$ cat src/inc/psl_pkg.sv
// Shared constants and types for the status indicator driver.
package psl_pkg;

  // Register byte addresses
  localparam logic [7:0] PSL_ADDR_LED_CTRL = 8'h18;  // Indicator mode control
  localparam logic [7:0] PSL_ADDR_STATUS = 8'h1C;    // Indicator and strap status
  localparam logic [7:0] PSL_ADDR_AUX_CTRL = 8'h20;  // Auxiliary mode control

  // Mode control field positions
  localparam int PSL_TX_MODE_BIT = 0;      // Transmit indicator mode
  localparam int PSL_RX_MODE_BIT = 1;      // Receive indicator mode
  localparam int PSL_DUP_MODE_BIT = 2;     // Duplex indicator mode
  localparam int PSL_LINK_MODE_LSB = 3;    // Link indicator mode field, low bit
  localparam int PSL_LINK_MODE_MSB = 4;    // Link indicator mode field, high bit
  localparam int PSL_LED_CTRL_WIDTH = 5;   // Implemented control bits
  localparam int PSL_FIBER_MODE_BIT = 0;   // Duplex indicator reports fiber link

  // Link mode field value for direct drive
  localparam logic [1:0] PSL_LINK_DIRECT = 2'b00;

  // Reset values
  localparam logic [31:0] PSL_LED_CTRL_RESET = 32'h0000_0000;
  localparam logic [31:0] PSL_AUX_CTRL_RESET = 32'h0000_0000;

  // Status field positions
  localparam int PSL_STAT_LED_LSB = 0;     // Six indicator levels
  localparam int PSL_STAT_STRAP_LSB = 6;   // Six latched strap values
  localparam int PSL_STAT_DONE_BIT = 12;   // Strap capture complete

  // Indicator index order
  localparam int PSL_NUM_LED = 6;
  localparam int PSL_LED_L10 = 0;
  localparam int PSL_LED_L100 = 1;
  localparam int PSL_LED_L1000 = 2;
  localparam int PSL_LED_DUP = 3;
  localparam int PSL_RECEIVE_ACTIVITY_INDICATOR = 4;
  localparam int PSL_TRANSMIT_ACTIVITY_INDICATOR = 5;

  // Speed codes on the speed input
  localparam logic [1:0] PSL_SPEED_10 = 2'b00;
  localparam logic [1:0] PSL_SPEED_100 = 2'b01;
  localparam logic [1:0] PSL_SPEED_1000 = 2'b10;

  // Combined-mode lit pattern {link_10, link_100} per speed
  localparam logic [1:0] PSL_COMBO_10 = 2'b10;
  localparam logic [1:0] PSL_COMBO_100 = 2'b01;
  localparam logic [1:0] PSL_COMBO_1000 = 2'b11;

  // Timing: blink period in milliseconds, clock rate in kHz
  localparam int PSL_BLINK_PERIOD_MS = 100;
  localparam int PSL_CLK_KHZ = 40000;
  localparam int PSL_BLINK_HALF_CYCLES = (PSL_BLINK_PERIOD_MS * PSL_CLK_KHZ) / 2;

  // Strap capture sequencing
  typedef enum logic [0:0] {
    PSL_ST_SAMPLE,
    PSL_ST_RUN
  } psl_state_t;

endpackage

$ cat src/hdl/psl_stretch.sv
// Activity stretcher that holds a busy flag for at least one blink period.
`timescale 1ns/1ps
module psl_stretch #(
  parameter int HOLD_CYCLES = 4
) (
  input wire logic pclk,
  input wire logic presetn,
  input wire logic event_in,
  output logic busy
);

  // Counter wide enough for the hold time
  localparam int CW = $clog2(HOLD_CYCLES + 1);
  localparam logic [CW-1:0] HOLD_LOAD = CW'(HOLD_CYCLES);

  logic [CW-1:0] count;       // Remaining hold cycles
  logic [CW-1:0] next_count;  // Next hold count

  // Reload on every event, else count down to zero
  always_comb begin
    next_count = count;
    if (event_in) begin
      next_count = HOLD_LOAD;
    end else if (count != '0) begin
      next_count = count - CW'(1);
    end
  end

  // Register the hold count
  always_ff @(posedge pclk or negedge presetn) begin
    if (!presetn) begin
      count <= '0;
    end else begin
      count <= next_count;
    end
  end

  // Busy while the event lasts or the hold runs
  assign busy = event_in || (count != '0);

endmodule

$ cat src/hdl/psl_led_driver.sv
// Status indicator driver with strap capture and APB mode registers.
//
// Operation
// - Link indicators active low; field selects mode.
// - Direct mode: 10 indicator shows 10 link.
// - Direct mode: 100 indicator shows 100 link.
// - Direct mode: 1000 indicator shows 1000 link.
// - Combined mode: 1000 indicator shows link only.
// - Control bit picks duplex indicator mode.
// - Duplex mode one: duplex level, collision blink.
// - Duplex mode two: duplex level only.
// - Duplex mode three: fiber link level.
// - Control bit picks receive mode; receiving low.
// - Receive mode two: link level, receive blink.
// - Control bit picks transmit mode; transmitting low.
// - Transmit mode two: link level, activity blink.
// - Indicator pins also serve as straps.
// - Straps latched at reset release, held.
//
// The APB interface to the registers and the placing of the registers were chosen for this implementation.
`timescale 1ns/1ps
module psl_led_driver
  import psl_pkg::*;
#(
  parameter int BLINK_HALF_CYCLES = PSL_BLINK_HALF_CYCLES,
  parameter logic [1:0] COMBO_10 = PSL_COMBO_10,
  parameter logic [1:0] COMBO_100 = PSL_COMBO_100,
  parameter logic [1:0] COMBO_1000 = PSL_COMBO_1000
) (
  input wire logic pclk,
  input wire logic presetn,
  // APB slave
  input wire logic psel,
  input wire logic penable,
  input wire logic pwrite,
  input wire logic [7:0] paddr,
  input wire logic [31:0] pwdata,
  output logic [31:0] prdata,
  output logic pready,
  output logic pslverr,
  // Link state from the rest of the device
  input wire logic link_up,
  input wire logic [1:0] link_speed,
  input wire logic full_duplex,
  input wire logic collision,
  input wire logic rx_active,
  input wire logic tx_active,
  input wire logic fiber_link_up,
  // Indicator pins: input, output, output enable (low = driving)
  input wire logic [5:0] indicator_in,
  output logic link_10_indicator,
  output logic link_100_indicator,
  output logic link_1000_indicator,
  output logic duplex_indicator,
  output logic receive_activity_indicator,
  output logic transmit_activity_indicator,
  output logic [5:0] indicator_oe_n,
  // Latched strap configuration
  output logic [5:0] config_strap,
  output logic config_valid
);

  // Address match, used by read and write decode
  function automatic logic addr_is(input logic [7:0] a, input logic [7:0] reg_addr);
    addr_is = (a[7:2] == reg_addr[7:2]);
  endfunction

  // Mapped address check
  function automatic logic addr_mapped(input logic [7:0] a);
    addr_mapped = addr_is(a, PSL_ADDR_LED_CTRL) || addr_is(a, PSL_ADDR_STATUS) ||
                  addr_is(a, PSL_ADDR_AUX_CTRL);
  endfunction

  // ---------------- APB register file ----------------
  logic [PSL_LED_CTRL_WIDTH-1:0] led_ctrl;       // Mode control
  logic [PSL_LED_CTRL_WIDTH-1:0] next_led_ctrl;
  logic fiber_mode;                              // Duplex indicator shows fiber
  logic next_fiber_mode;
  logic [31:0] next_prdata;
  logic next_pready;
  logic next_pslverr;
  logic [31:0] status_word;                      // Live status view
  logic access;                                  // Access phase awaiting answer
  logic commit;                                  // Transfer completes this edge

  // Exactly one wait state: the answer flops one cycle into the access
  assign access = psel && penable && !pready;
  assign commit = psel && penable && pready;

  // Status view: indicator levels, straps, capture done
  always_comb begin
    status_word = '0;
    status_word[PSL_STAT_LED_LSB +: PSL_NUM_LED] = {transmit_activity_indicator,
      receive_activity_indicator, duplex_indicator, link_1000_indicator,
      link_100_indicator, link_10_indicator};
    status_word[PSL_STAT_STRAP_LSB +: PSL_NUM_LED] = config_strap;
    status_word[PSL_STAT_DONE_BIT] = config_valid;
  end

  // Bus answer and register writes; one wait state per transfer
  always_comb begin
    next_led_ctrl = led_ctrl;
    next_fiber_mode = fiber_mode;
    next_prdata = prdata;
    next_pready = 1'b0;
    next_pslverr = 1'b0;
    if (access) begin
      // Answer on the next edge
      next_pready = 1'b1;
      next_pslverr = !addr_mapped(paddr);
      next_prdata = '0;
      if (!pwrite) begin
        if (addr_is(paddr, PSL_ADDR_LED_CTRL)) begin
          next_prdata[PSL_LED_CTRL_WIDTH-1:0] = led_ctrl;
        end else if (addr_is(paddr, PSL_ADDR_STATUS)) begin
          next_prdata = status_word;
        end else if (addr_is(paddr, PSL_ADDR_AUX_CTRL)) begin
          next_prdata[PSL_FIBER_MODE_BIT] = fiber_mode;
        end
      end
    end else if (commit && pwrite) begin
      // Write lands at the completing edge
      if (addr_is(paddr, PSL_ADDR_LED_CTRL)) begin
        next_led_ctrl = pwdata[PSL_LED_CTRL_WIDTH-1:0];
      end else if (addr_is(paddr, PSL_ADDR_AUX_CTRL)) begin
        next_fiber_mode = pwdata[PSL_FIBER_MODE_BIT];
      end
    end
  end

  // Register file flops
  always_ff @(posedge pclk or negedge presetn) begin
    if (!presetn) begin
      led_ctrl <= PSL_LED_CTRL_RESET[PSL_LED_CTRL_WIDTH-1:0];
      fiber_mode <= PSL_AUX_CTRL_RESET[PSL_FIBER_MODE_BIT];
      prdata <= '0;
      pready <= 1'b0;
      pslverr <= 1'b0;
    end else begin
      led_ctrl <= next_led_ctrl;
      fiber_mode <= next_fiber_mode;
      prdata <= next_prdata;
      pready <= next_pready;
      pslverr <= next_pslverr;
    end
  end

  // ---------------- Blink timebase ----------------
  // Free-running so every blinking indicator stays in step
  localparam int BW = $clog2(BLINK_HALF_CYCLES + 1);
  localparam logic [BW-1:0] BLINK_LAST = BW'(BLINK_HALF_CYCLES - 1);

  logic [BW-1:0] blink_count;       // Half-period counter
  logic [BW-1:0] next_blink_count;
  logic blink_phase;                // High during the half in which a blinking indicator is inverted
  logic next_blink_phase;

  // Free-running square wave at the blink rate
  always_comb begin
    next_blink_count = blink_count + BW'(1);
    next_blink_phase = blink_phase;
    if (blink_count == BLINK_LAST) begin
      next_blink_count = '0;
      next_blink_phase = !blink_phase;
    end
  end

  // Blink timebase flops
  always_ff @(posedge pclk or negedge presetn) begin
    if (!presetn) begin
      blink_count <= '0;
      blink_phase <= 1'b0;
    end else begin
      blink_count <= next_blink_count;
      blink_phase <= next_blink_phase;
    end
  end

  // Stretch collision, receive and any activity to a full blink
  logic [2:0] act_event;   // Raw events
  logic [2:0] act_busy;    // Stretched events
  assign act_event = {rx_active || tx_active, rx_active, collision};

  genvar gi;
  generate
    for (gi = 0; gi < 3; gi++) begin : g_stretch
      psl_stretch #(
        .HOLD_CYCLES(2 * BLINK_HALF_CYCLES)
      ) u_stretch (
        .pclk(pclk),
        .presetn(presetn),
        .event_in(act_event[gi]),
        .busy(act_busy[gi])
      );
    end
  endgenerate

  // ---------------- Indicator levels ----------------
  logic [5:0] lit;         // Active-high lit request per indicator
  logic [1:0] combo;       // Combined-mode pattern for the speed

  // Lit requests from modes and link state
  always_comb begin
    lit = '0;
    combo = 2'b00;
    case (link_speed)
      PSL_SPEED_10: combo = COMBO_10;
      PSL_SPEED_100: combo = COMBO_100;
      PSL_SPEED_1000: combo = COMBO_1000;
      default: combo = 2'b00;
    endcase
    if (led_ctrl[PSL_LINK_MODE_MSB:PSL_LINK_MODE_LSB] == PSL_LINK_DIRECT) begin
      lit[PSL_LED_L10] = link_up && (link_speed == PSL_SPEED_10);
      lit[PSL_LED_L100] = link_up && (link_speed == PSL_SPEED_100);
      lit[PSL_LED_L1000] = link_up && (link_speed == PSL_SPEED_1000);
    end else begin
      // Speed readable from the 10 and 100 indicators together
      lit[PSL_LED_L10] = link_up && combo[1];
      lit[PSL_LED_L100] = link_up && combo[0];
      lit[PSL_LED_L1000] = link_up;
    end
    // Duplex indicator
    if (fiber_mode) begin
      lit[PSL_LED_DUP] = fiber_link_up;
    end else if (!led_ctrl[PSL_DUP_MODE_BIT]) begin
      lit[PSL_LED_DUP] = full_duplex ^ (act_busy[0] && blink_phase);
    end else begin
      lit[PSL_LED_DUP] = full_duplex;
    end
    // Receive indicator
    if (!led_ctrl[PSL_RX_MODE_BIT]) begin
      lit[PSL_RECEIVE_ACTIVITY_INDICATOR] = rx_active;
    end else begin
      lit[PSL_RECEIVE_ACTIVITY_INDICATOR] = link_up && !(act_busy[1] && blink_phase);
    end
    // Transmit indicator
    if (!led_ctrl[PSL_TX_MODE_BIT]) begin
      lit[PSL_TRANSMIT_ACTIVITY_INDICATOR] = tx_active;
    end else begin
      lit[PSL_TRANSMIT_ACTIVITY_INDICATOR] = link_up && !(act_busy[2] && blink_phase);
    end
  end

  // ---------------- Strap capture and pin drive ----------------
  // Pins stay released one edge past reset so board straps read cleanly
  psl_state_t state;            // Capture sequencing
  psl_state_t next_state;
  logic [5:0] next_config_strap;
  logic next_config_valid;
  logic [5:0] led_level;        // Registered pin levels
  logic [5:0] next_led_level;
  logic [5:0] next_oe_n;

  // Sample pins once after release, then drive them
  always_comb begin
    next_state = state;
    next_config_strap = config_strap;
    next_config_valid = config_valid;
    next_led_level = {PSL_NUM_LED{1'b1}};
    next_oe_n = {PSL_NUM_LED{1'b1}};
    case (state)
      PSL_ST_SAMPLE: begin
        next_config_strap = indicator_in;
        next_config_valid = 1'b1;
        next_state = PSL_ST_RUN;
      end
      PSL_ST_RUN: begin
        next_led_level = ~lit;
        next_oe_n = '0;
      end
      default: next_state = PSL_ST_SAMPLE;
    endcase
  end

  // Strap and pin flops; straps change only through reset
  always_ff @(posedge pclk or negedge presetn) begin
    if (!presetn) begin
      state <= PSL_ST_SAMPLE;
      config_strap <= '0;
      config_valid <= 1'b0;
      led_level <= {PSL_NUM_LED{1'b1}};
      indicator_oe_n <= {PSL_NUM_LED{1'b1}};
    end else begin
      state <= next_state;
      config_strap <= next_config_strap;
      config_valid <= next_config_valid;
      led_level <= next_led_level;
      indicator_oe_n <= next_oe_n;
    end
  end

  // Pin outputs straight from the level flops
  // No logic after the flops, so the pins never glitch
  assign link_10_indicator = led_level[PSL_LED_L10];
  assign link_100_indicator = led_level[PSL_LED_L100];
  assign link_1000_indicator = led_level[PSL_LED_L1000];
  assign duplex_indicator = led_level[PSL_LED_DUP];
  assign receive_activity_indicator = led_level[PSL_RECEIVE_ACTIVITY_INDICATOR];
  assign transmit_activity_indicator = led_level[PSL_TRANSMIT_ACTIVITY_INDICATOR];

endmodule

$ cat config.mk
export PLATFORM = sky130hd
export DESIGN_NAME = psl_led_driver
export DESIGN_NICKNAME = d
export VERILOG_FILES = /design/src/inc/psl_pkg.sv /design/src/hdl/psl_stretch.sv /design/src/hdl/psl_led_driver.sv
export SDC_FILE = /design/constraint.sdc
export NUM_CORES = 1
export LEC_CHECK = 0
export BUFFER_PORTS_ARGS = -buffer_cell sky130_fd_sc_hd__buf_2
export CORE_ASPECT_RATIO = 1.2
export CORE_MARGIN = 3
export CORE_UTILIZATION = 37
export DETAILED_ROUTE_END_ITERATION = 12
export GPL_TIMING_DRIVEN = 0
export MAX_ROUTING_LAYER = met4
export PLACE_DENSITY = 0.61
export SLEW_MARGIN = 20
export SYNTH_ARGS = -nofsm -noshare
export SYNTH_HDL_FRONTEND = slang
export SYNTH_SLANG_ARGS = --single-unit
$ cat constraint.sdc
create_clock -name pclk -period 3.4 [get_ports pclk]
set_clock_uncertainty 0.2 [all_clocks]
set_input_delay 0.68 -clock pclk [delete_from_list [all_inputs] [get_ports pclk]]
set_output_delay 0.68 -clock pclk [all_outputs]
set_load 0.01 [all_outputs]
Word level (Yosys, flattened, before mapping):

Cells that the tools add are included.

* output and inout bits: 53
* bits of input ports: 59
* register bits after elaboration: 148

* reductions and logical operators: 35
* multiplexer cells: 23
* equality and inequality tests: 6
* bitwise operators: 4
* add/sub/neg operators: 4

Operators by type and width (count)
* 22-bit two-way mux: 6
* 22-bit nonzero test: 3
* 22-bit by 1-bit subtractor with 22-bit output, second input constant: 3
* 32-bit two-way mux: 1
* 27-bit two-way mux: 1
* 21-bit by 1-bit adder with 21-bit output, second input constant: 1
* 21-bit == test, second input constant: 1
* 21-bit two-way mux: 1
* 1-bit logical AND: 14
* 6-bit by 3-bit == test with 1-bit output, second input constant: 2
* 12-bit two-way mux: 1
* 6-bit two-way mux: 2
* 1-bit two-way mux: 8
* 6-bit by 4-bit == test with 1-bit output, second input constant: 1
* 1-bit logical OR: 6
* 6-bit NOT: 1
* 2-bit case mux with 3 select lines: 1
* 2-bit nonzero test: 3
* 1-bit zero test: 5
* 5-bit two-way mux: 1
* 2-bit zero test: 2
* 4-bit AND reduction: 1
* 3-bit two-way mux: 1
* 3-bit AND reduction: 1
* other kinds (4): 5

Depth between registers and ports, before layout:

* word-level depth: 8
* gate-level depth with buffers: 9
* mapped depth without buffers: 7

Modules after synthesis:

Synthesis repeated with hierarchy kept, for this count alone.

* cells, all modules: 630
* area, all modules: 6394.9 µm²

By module, submodules not included
* psl_stretch: instances 3, area each 1207.4 µm², cells an instance 128, sequential area each 550.5 µm²
* psl_led_driver: instances 1, area each 2772.7 µm², cells an instance 246, sequential area each 1460.2 µm²

Least setup slack after synthesis:

No wires, ideal clock.

* kind: register to register
* from: register g_stretch[1].u_stretch.count[0]
* to: register g_stretch[1].u_stretch.count[16]
* required time: 3.074 ns
* buffers on the path: 1
* setup slack: 1.029 ns
* arrival time: 2.044 ns
* cell stages (with the launch flop): 8
* cells stage by stage: dfrtp_1 inv_1 ha_1 or4b_1 nor3_2 buf_2 a21boi_1 a311o_1

* cells in the longest elaborated chain, start to end: 3

RTL lines
* start, declared: line psl_stretch.sv:16 `logic [CW-1:0] count;`
* start signal, assigned: line psl_stretch.sv:34 `count <= next_count;`
* 22-bit by 1-bit subtractor with 22-bit output: line psl_stretch.sv:25 `next_count = count - CW'(1);`
* 22-bit two-way mux: line psl_stretch.sv:24 `end else if (count != '0) begin`
* 22-bit two-way mux: line psl_stretch.sv:22 `if (event_in) begin`

Parallel ways exist; a longest one is shown, timed or not. The select of a mux whose other input is x is not followed.
A chain may end at the register's enable or synchronous reset.

Final worst setup path:

* from: register g_stretch[0].u_stretch.count[0]
* to: register led_level[3]

* cells in the longest elaborated chain, start to end: 8

RTL lines
* start, declared: line psl_stretch.sv:16
* start signal, assigned: line psl_stretch.sv:34
* 22-bit nonzero test: line psl_stretch.sv:39 `assign busy = event_in || (count != '0);`
* 1-bit logical OR: line psl_stretch.sv:39
* 1-bit logical AND: line psl_led_driver.sv:226 `lit[PSL_LED_DUP] = full_duplex ^ (act_busy[0] && blink_phase);`
* 1-bit XOR: line psl_led_driver.sv:226
* 1-bit two-way mux: line psl_led_driver.sv:225 `end else if (!led_ctrl[PSL_DUP_MODE_BIT]) begin`
* 1-bit two-way mux: line psl_led_driver.sv:223 `if (fiber_mode) begin`
* 6-bit NOT: line psl_led_driver.sv:268 `next_led_level = ~lit;`
* 6-bit two-way mux: line psl_led_driver.sv:261 `case (state)`
* net next_led_level[3]: line psl_led_driver.sv:251 `logic [5:0] next_led_level;`
* end signal, assigned: line psl_led_driver.sv:281 `led_level <= {PSL_NUM_LED{1'b1}};`
* end signal, assigned: line psl_led_driver.sv:287 `led_level <= next_led_level;`
* end, declared: line psl_led_driver.sv:250 `logic [5:0] led_level;`

The timed path passes the listed nets, and every way through them passes these cells.

==> flow_summary.yaml <==
run_status:
  outcome: "completed"
global_route:
  grt_start_max_net_pins: 66
  grt-ovfl-total: 0
  grt_pass1_vias: 4932
  antenna_found_initial: 0
  grt_pass1_wl_mm: 23.8
  grt_use_total: 0.160
sta:
  timing_hold_violations_final: 0
  post-route-period-util: 0.845
  rsz0062_at_grt: "no"
  holdWs_ns: 0.0357
  max_freq_mhz: 348
  finalSetupViolations: 0
  tightest_slew_ns: 0.912
  finalSetupTns_ns: 0
  period_minus_slack_ns: 2.87
  worst_slack_ns: 0.528
  slew_headroom: 0.386
  slew_viol_final: 0
die:
  die-area_sq_um: 18600
  start_util: 0.382
  fp.dieH_um: 149
  die_width_um: 125
  ios: 112
  rows: 51
  core_area_sq_um: 16500
clock_tree:
  cts_setup_buffers: 0
  cts_tree: "yes"
  cts_buffers: 17
  cts_resized: 0
  clock_sinks: 124
  clock_path_buffers: 2
  cts_hold_buffers: 0
  path_clk_slew_ns: 0.05
  cts-root-buf: "clkbuf_16"
  clock_latency_ns: 0.42
  cts_max_level: 4
yosys:
  synth-seq-cells: 124
  ys_warn_count: 0
  synth_area_per_cell_sq_um: 10.1
  async_flop_share: 1.00
  netlist_instances: 625
  synth-seq-area-share: 0.495
  synth_ff_type: "dfrtp_1"
  synth_cell_types: 62
  synth_edf_count: 0
  synth_area_sq_um: 6280
drt:
  via_per_inst: 5.17
  via_count: 4908
  routed_wl_mm: 13.8
  drc: 0
  drtPass1Iterations: 5
  final_antenna_net_count: 0
  first_iter_violations: 221
  wl_per_cell_um: 14.5
power:
  worst_ir_drop_vdd_mv: 0.355
  netSwitchingPower_uw: 974
  clock_power_share: 0.447
  comb_power_share: 0.126
  leakage_uw: 0.00326
  seq_power_share: 0.427
  power_density_nw_per_um2: 510
  switching_share: 0.254
  internal_power_uw: 2870
cells_and_area:
  syn2layout_area_growth_pct: 19.7
  fillCellCount: 1535
  fin_util: 0.457
  drive_gt1_frac: 0.204
  nets: 791
  layout.cells.non_filler: 949
  n_antenna_cell: 0
placed_design:
  place_ws_ns: 0.540
  dpl.hpwl_mm: 9.95
  dp.cells: 917
  port_buffers: 61
  gp_congestion: 0.825
flow_run:
  cap_violations: 0
worst_setup_path:
  r2r-end: "led_level[3]"
  cp.required_ns: 3.53
  worst_setup_path_start_kind: "flop"
  cp-startpoint: "g_stretch[0].u_stretch.count[0]"
  reg2reg_from: "g_stretch[0].u_stretch.count[0]"
  reg2reg_setup_slack_ns: 0.53
  endpoint_kind: "flop"
  cp_max_fo: 9
  worstPathArrival_ns: 3.01
  crit_type: "reg -> reg"
  crit_path_end: "led_level[3]"
  reg2regPathDepth: 8
worst_hold_path:
  holdCritPathClass: "in -> async"
-- cells in the final DEF (no fill, tap or decap), types with 9 or more instances in the layout --
cell type  count
a2111oi_0      9
a21oi_1       21
buf_2         64
buf_4         24
clkbuf_1      21
clkbuf_16     17
conb_1        20
dfrtp_1      117
inv_1         21
mux2_2        12
nand2_1       48
nand3_1       21
nand4_1       11
nor2_1        76
nor3_1        12
nor4_1        10
o21ai_0        9
or3_1         15
or4_1         11
xnor2_1       38
xor2_1        23
-- how the worst min path moves through the flow --
| stage | startpoint | endpoint | depth (start not counted) |
|---|---|---|---|
| floorplan | presetn | blink_count[0] | 0 |
| global placement | prdata[3] | prdata[3] | 2 |
| detailed placement | prdata[1] | prdata[1] | 2 |
| CTS | presetn | g_stretch[1].u_stretch.count[10] | 1 |
| global route | presetn | g_stretch[1].u_stretch.count[10] | 1 |
| finish | presetn | g_stretch[1].u_stretch.count[10] | 1 |
-- cells in the mapped netlist (11+ instances only) --
master      n  area share
nand3_1    21       0.017
dfrtp_1   117        0.47
or4_1      11       0.013
mux2_2     12       0.022
xor2_1     23       0.032
nor3_1     12      0.0096
nor2_1     76       0.045
buf_4      24       0.029
nand4_1    11       0.011
inv_1      21       0.013
nand2_1    48       0.029
a21oi_1    21       0.017
clkbuf_1   18       0.011
xnor2_1    38       0.053
or3_1      15       0.015
-- power groups by stage --
stage,combinational (uW),sequential [uW],clock (uW)
final,484,1640,1720
after global routing,545,1650,1840
after CTS,487,1640,1760
after detailed placement,484,1660,0
after global placement,469,1660,0
after floorplan,345,1650,0
-- cells by family after synthesis --
| group | after synthesis | share of synthesized area |
|---|---|---|
| and+or+nand+nor | 259 | 0.223 |
| AOI/OAI and AO/OA | 87 | 0.0958 |
| DFF | 124 | 0.495 |
| muxes | 15 | 0.0263 |
| xor gates and xnor gates | 61 | 0.0850 |
| buffers and inverters | 69 | 0.0575 |
| other | 2 | 0.00119 |
| adders and majority gates | 8 | 0.0159 |
-- flip-flops by register name, indices dropped and copies added, names as in the netlist --
signal,cells
led_ctrl,5
g_stretch.u_stretch.count,66
indicator_oe_n,1
pslverr,1
fiber_mode,1
prdata,13
config_strap,6
blink_count,21
config_valid,1
pready,1
blink_phase,1
led_level,6
state,1
-- metal layers --
layer  track usage  vias to the layer above  share of wire
met5             -                        -              0
met4        0.0510                        0          0.013
met3        0.0426                       17          0.043
met2         0.261                       93           0.50
met1         0.195                     2425           0.44
li1              -                     2373              -
-- stage by stage --
step | power [uW] | instance area [sq um]
after floorplan | 2000 | 6350
after CTS | 3880 | 7520
final | 3840 | 7520
after detailed placement | 2150 | 6960
after global placement | 2130 | 6920
after global routing | 4030 | 7520
-- worst max-delay path, stage by stage, from the launching register on --
cell	delay, ns
dfrtp_1	0.39
inv_1	0.10
ha_1	0.15
clkbuf_1	0.33
or4b_1	0.52
nor4_2	0.49
a311oi_1	0.20
xor2_1	0.32
o21ai_1	0.09
-- layout make-up --
cell class                      instances  area [sq um]  share of cell area
Multi-Input combinational cell        450          2880               0.383
Sequential cell                       124          3110               0.414
Buffer                                 48           283              0.0376
Clock inverter                          7          62.6             0.00831
Inverter                               21          78.8              0.0105
Clock buffer                           25           505              0.0672
Timing Repair Buffer                   62           339              0.0451
Tap cell                              212           265              0.0353
Note: power is estimated with default switching activity, not from simulation.
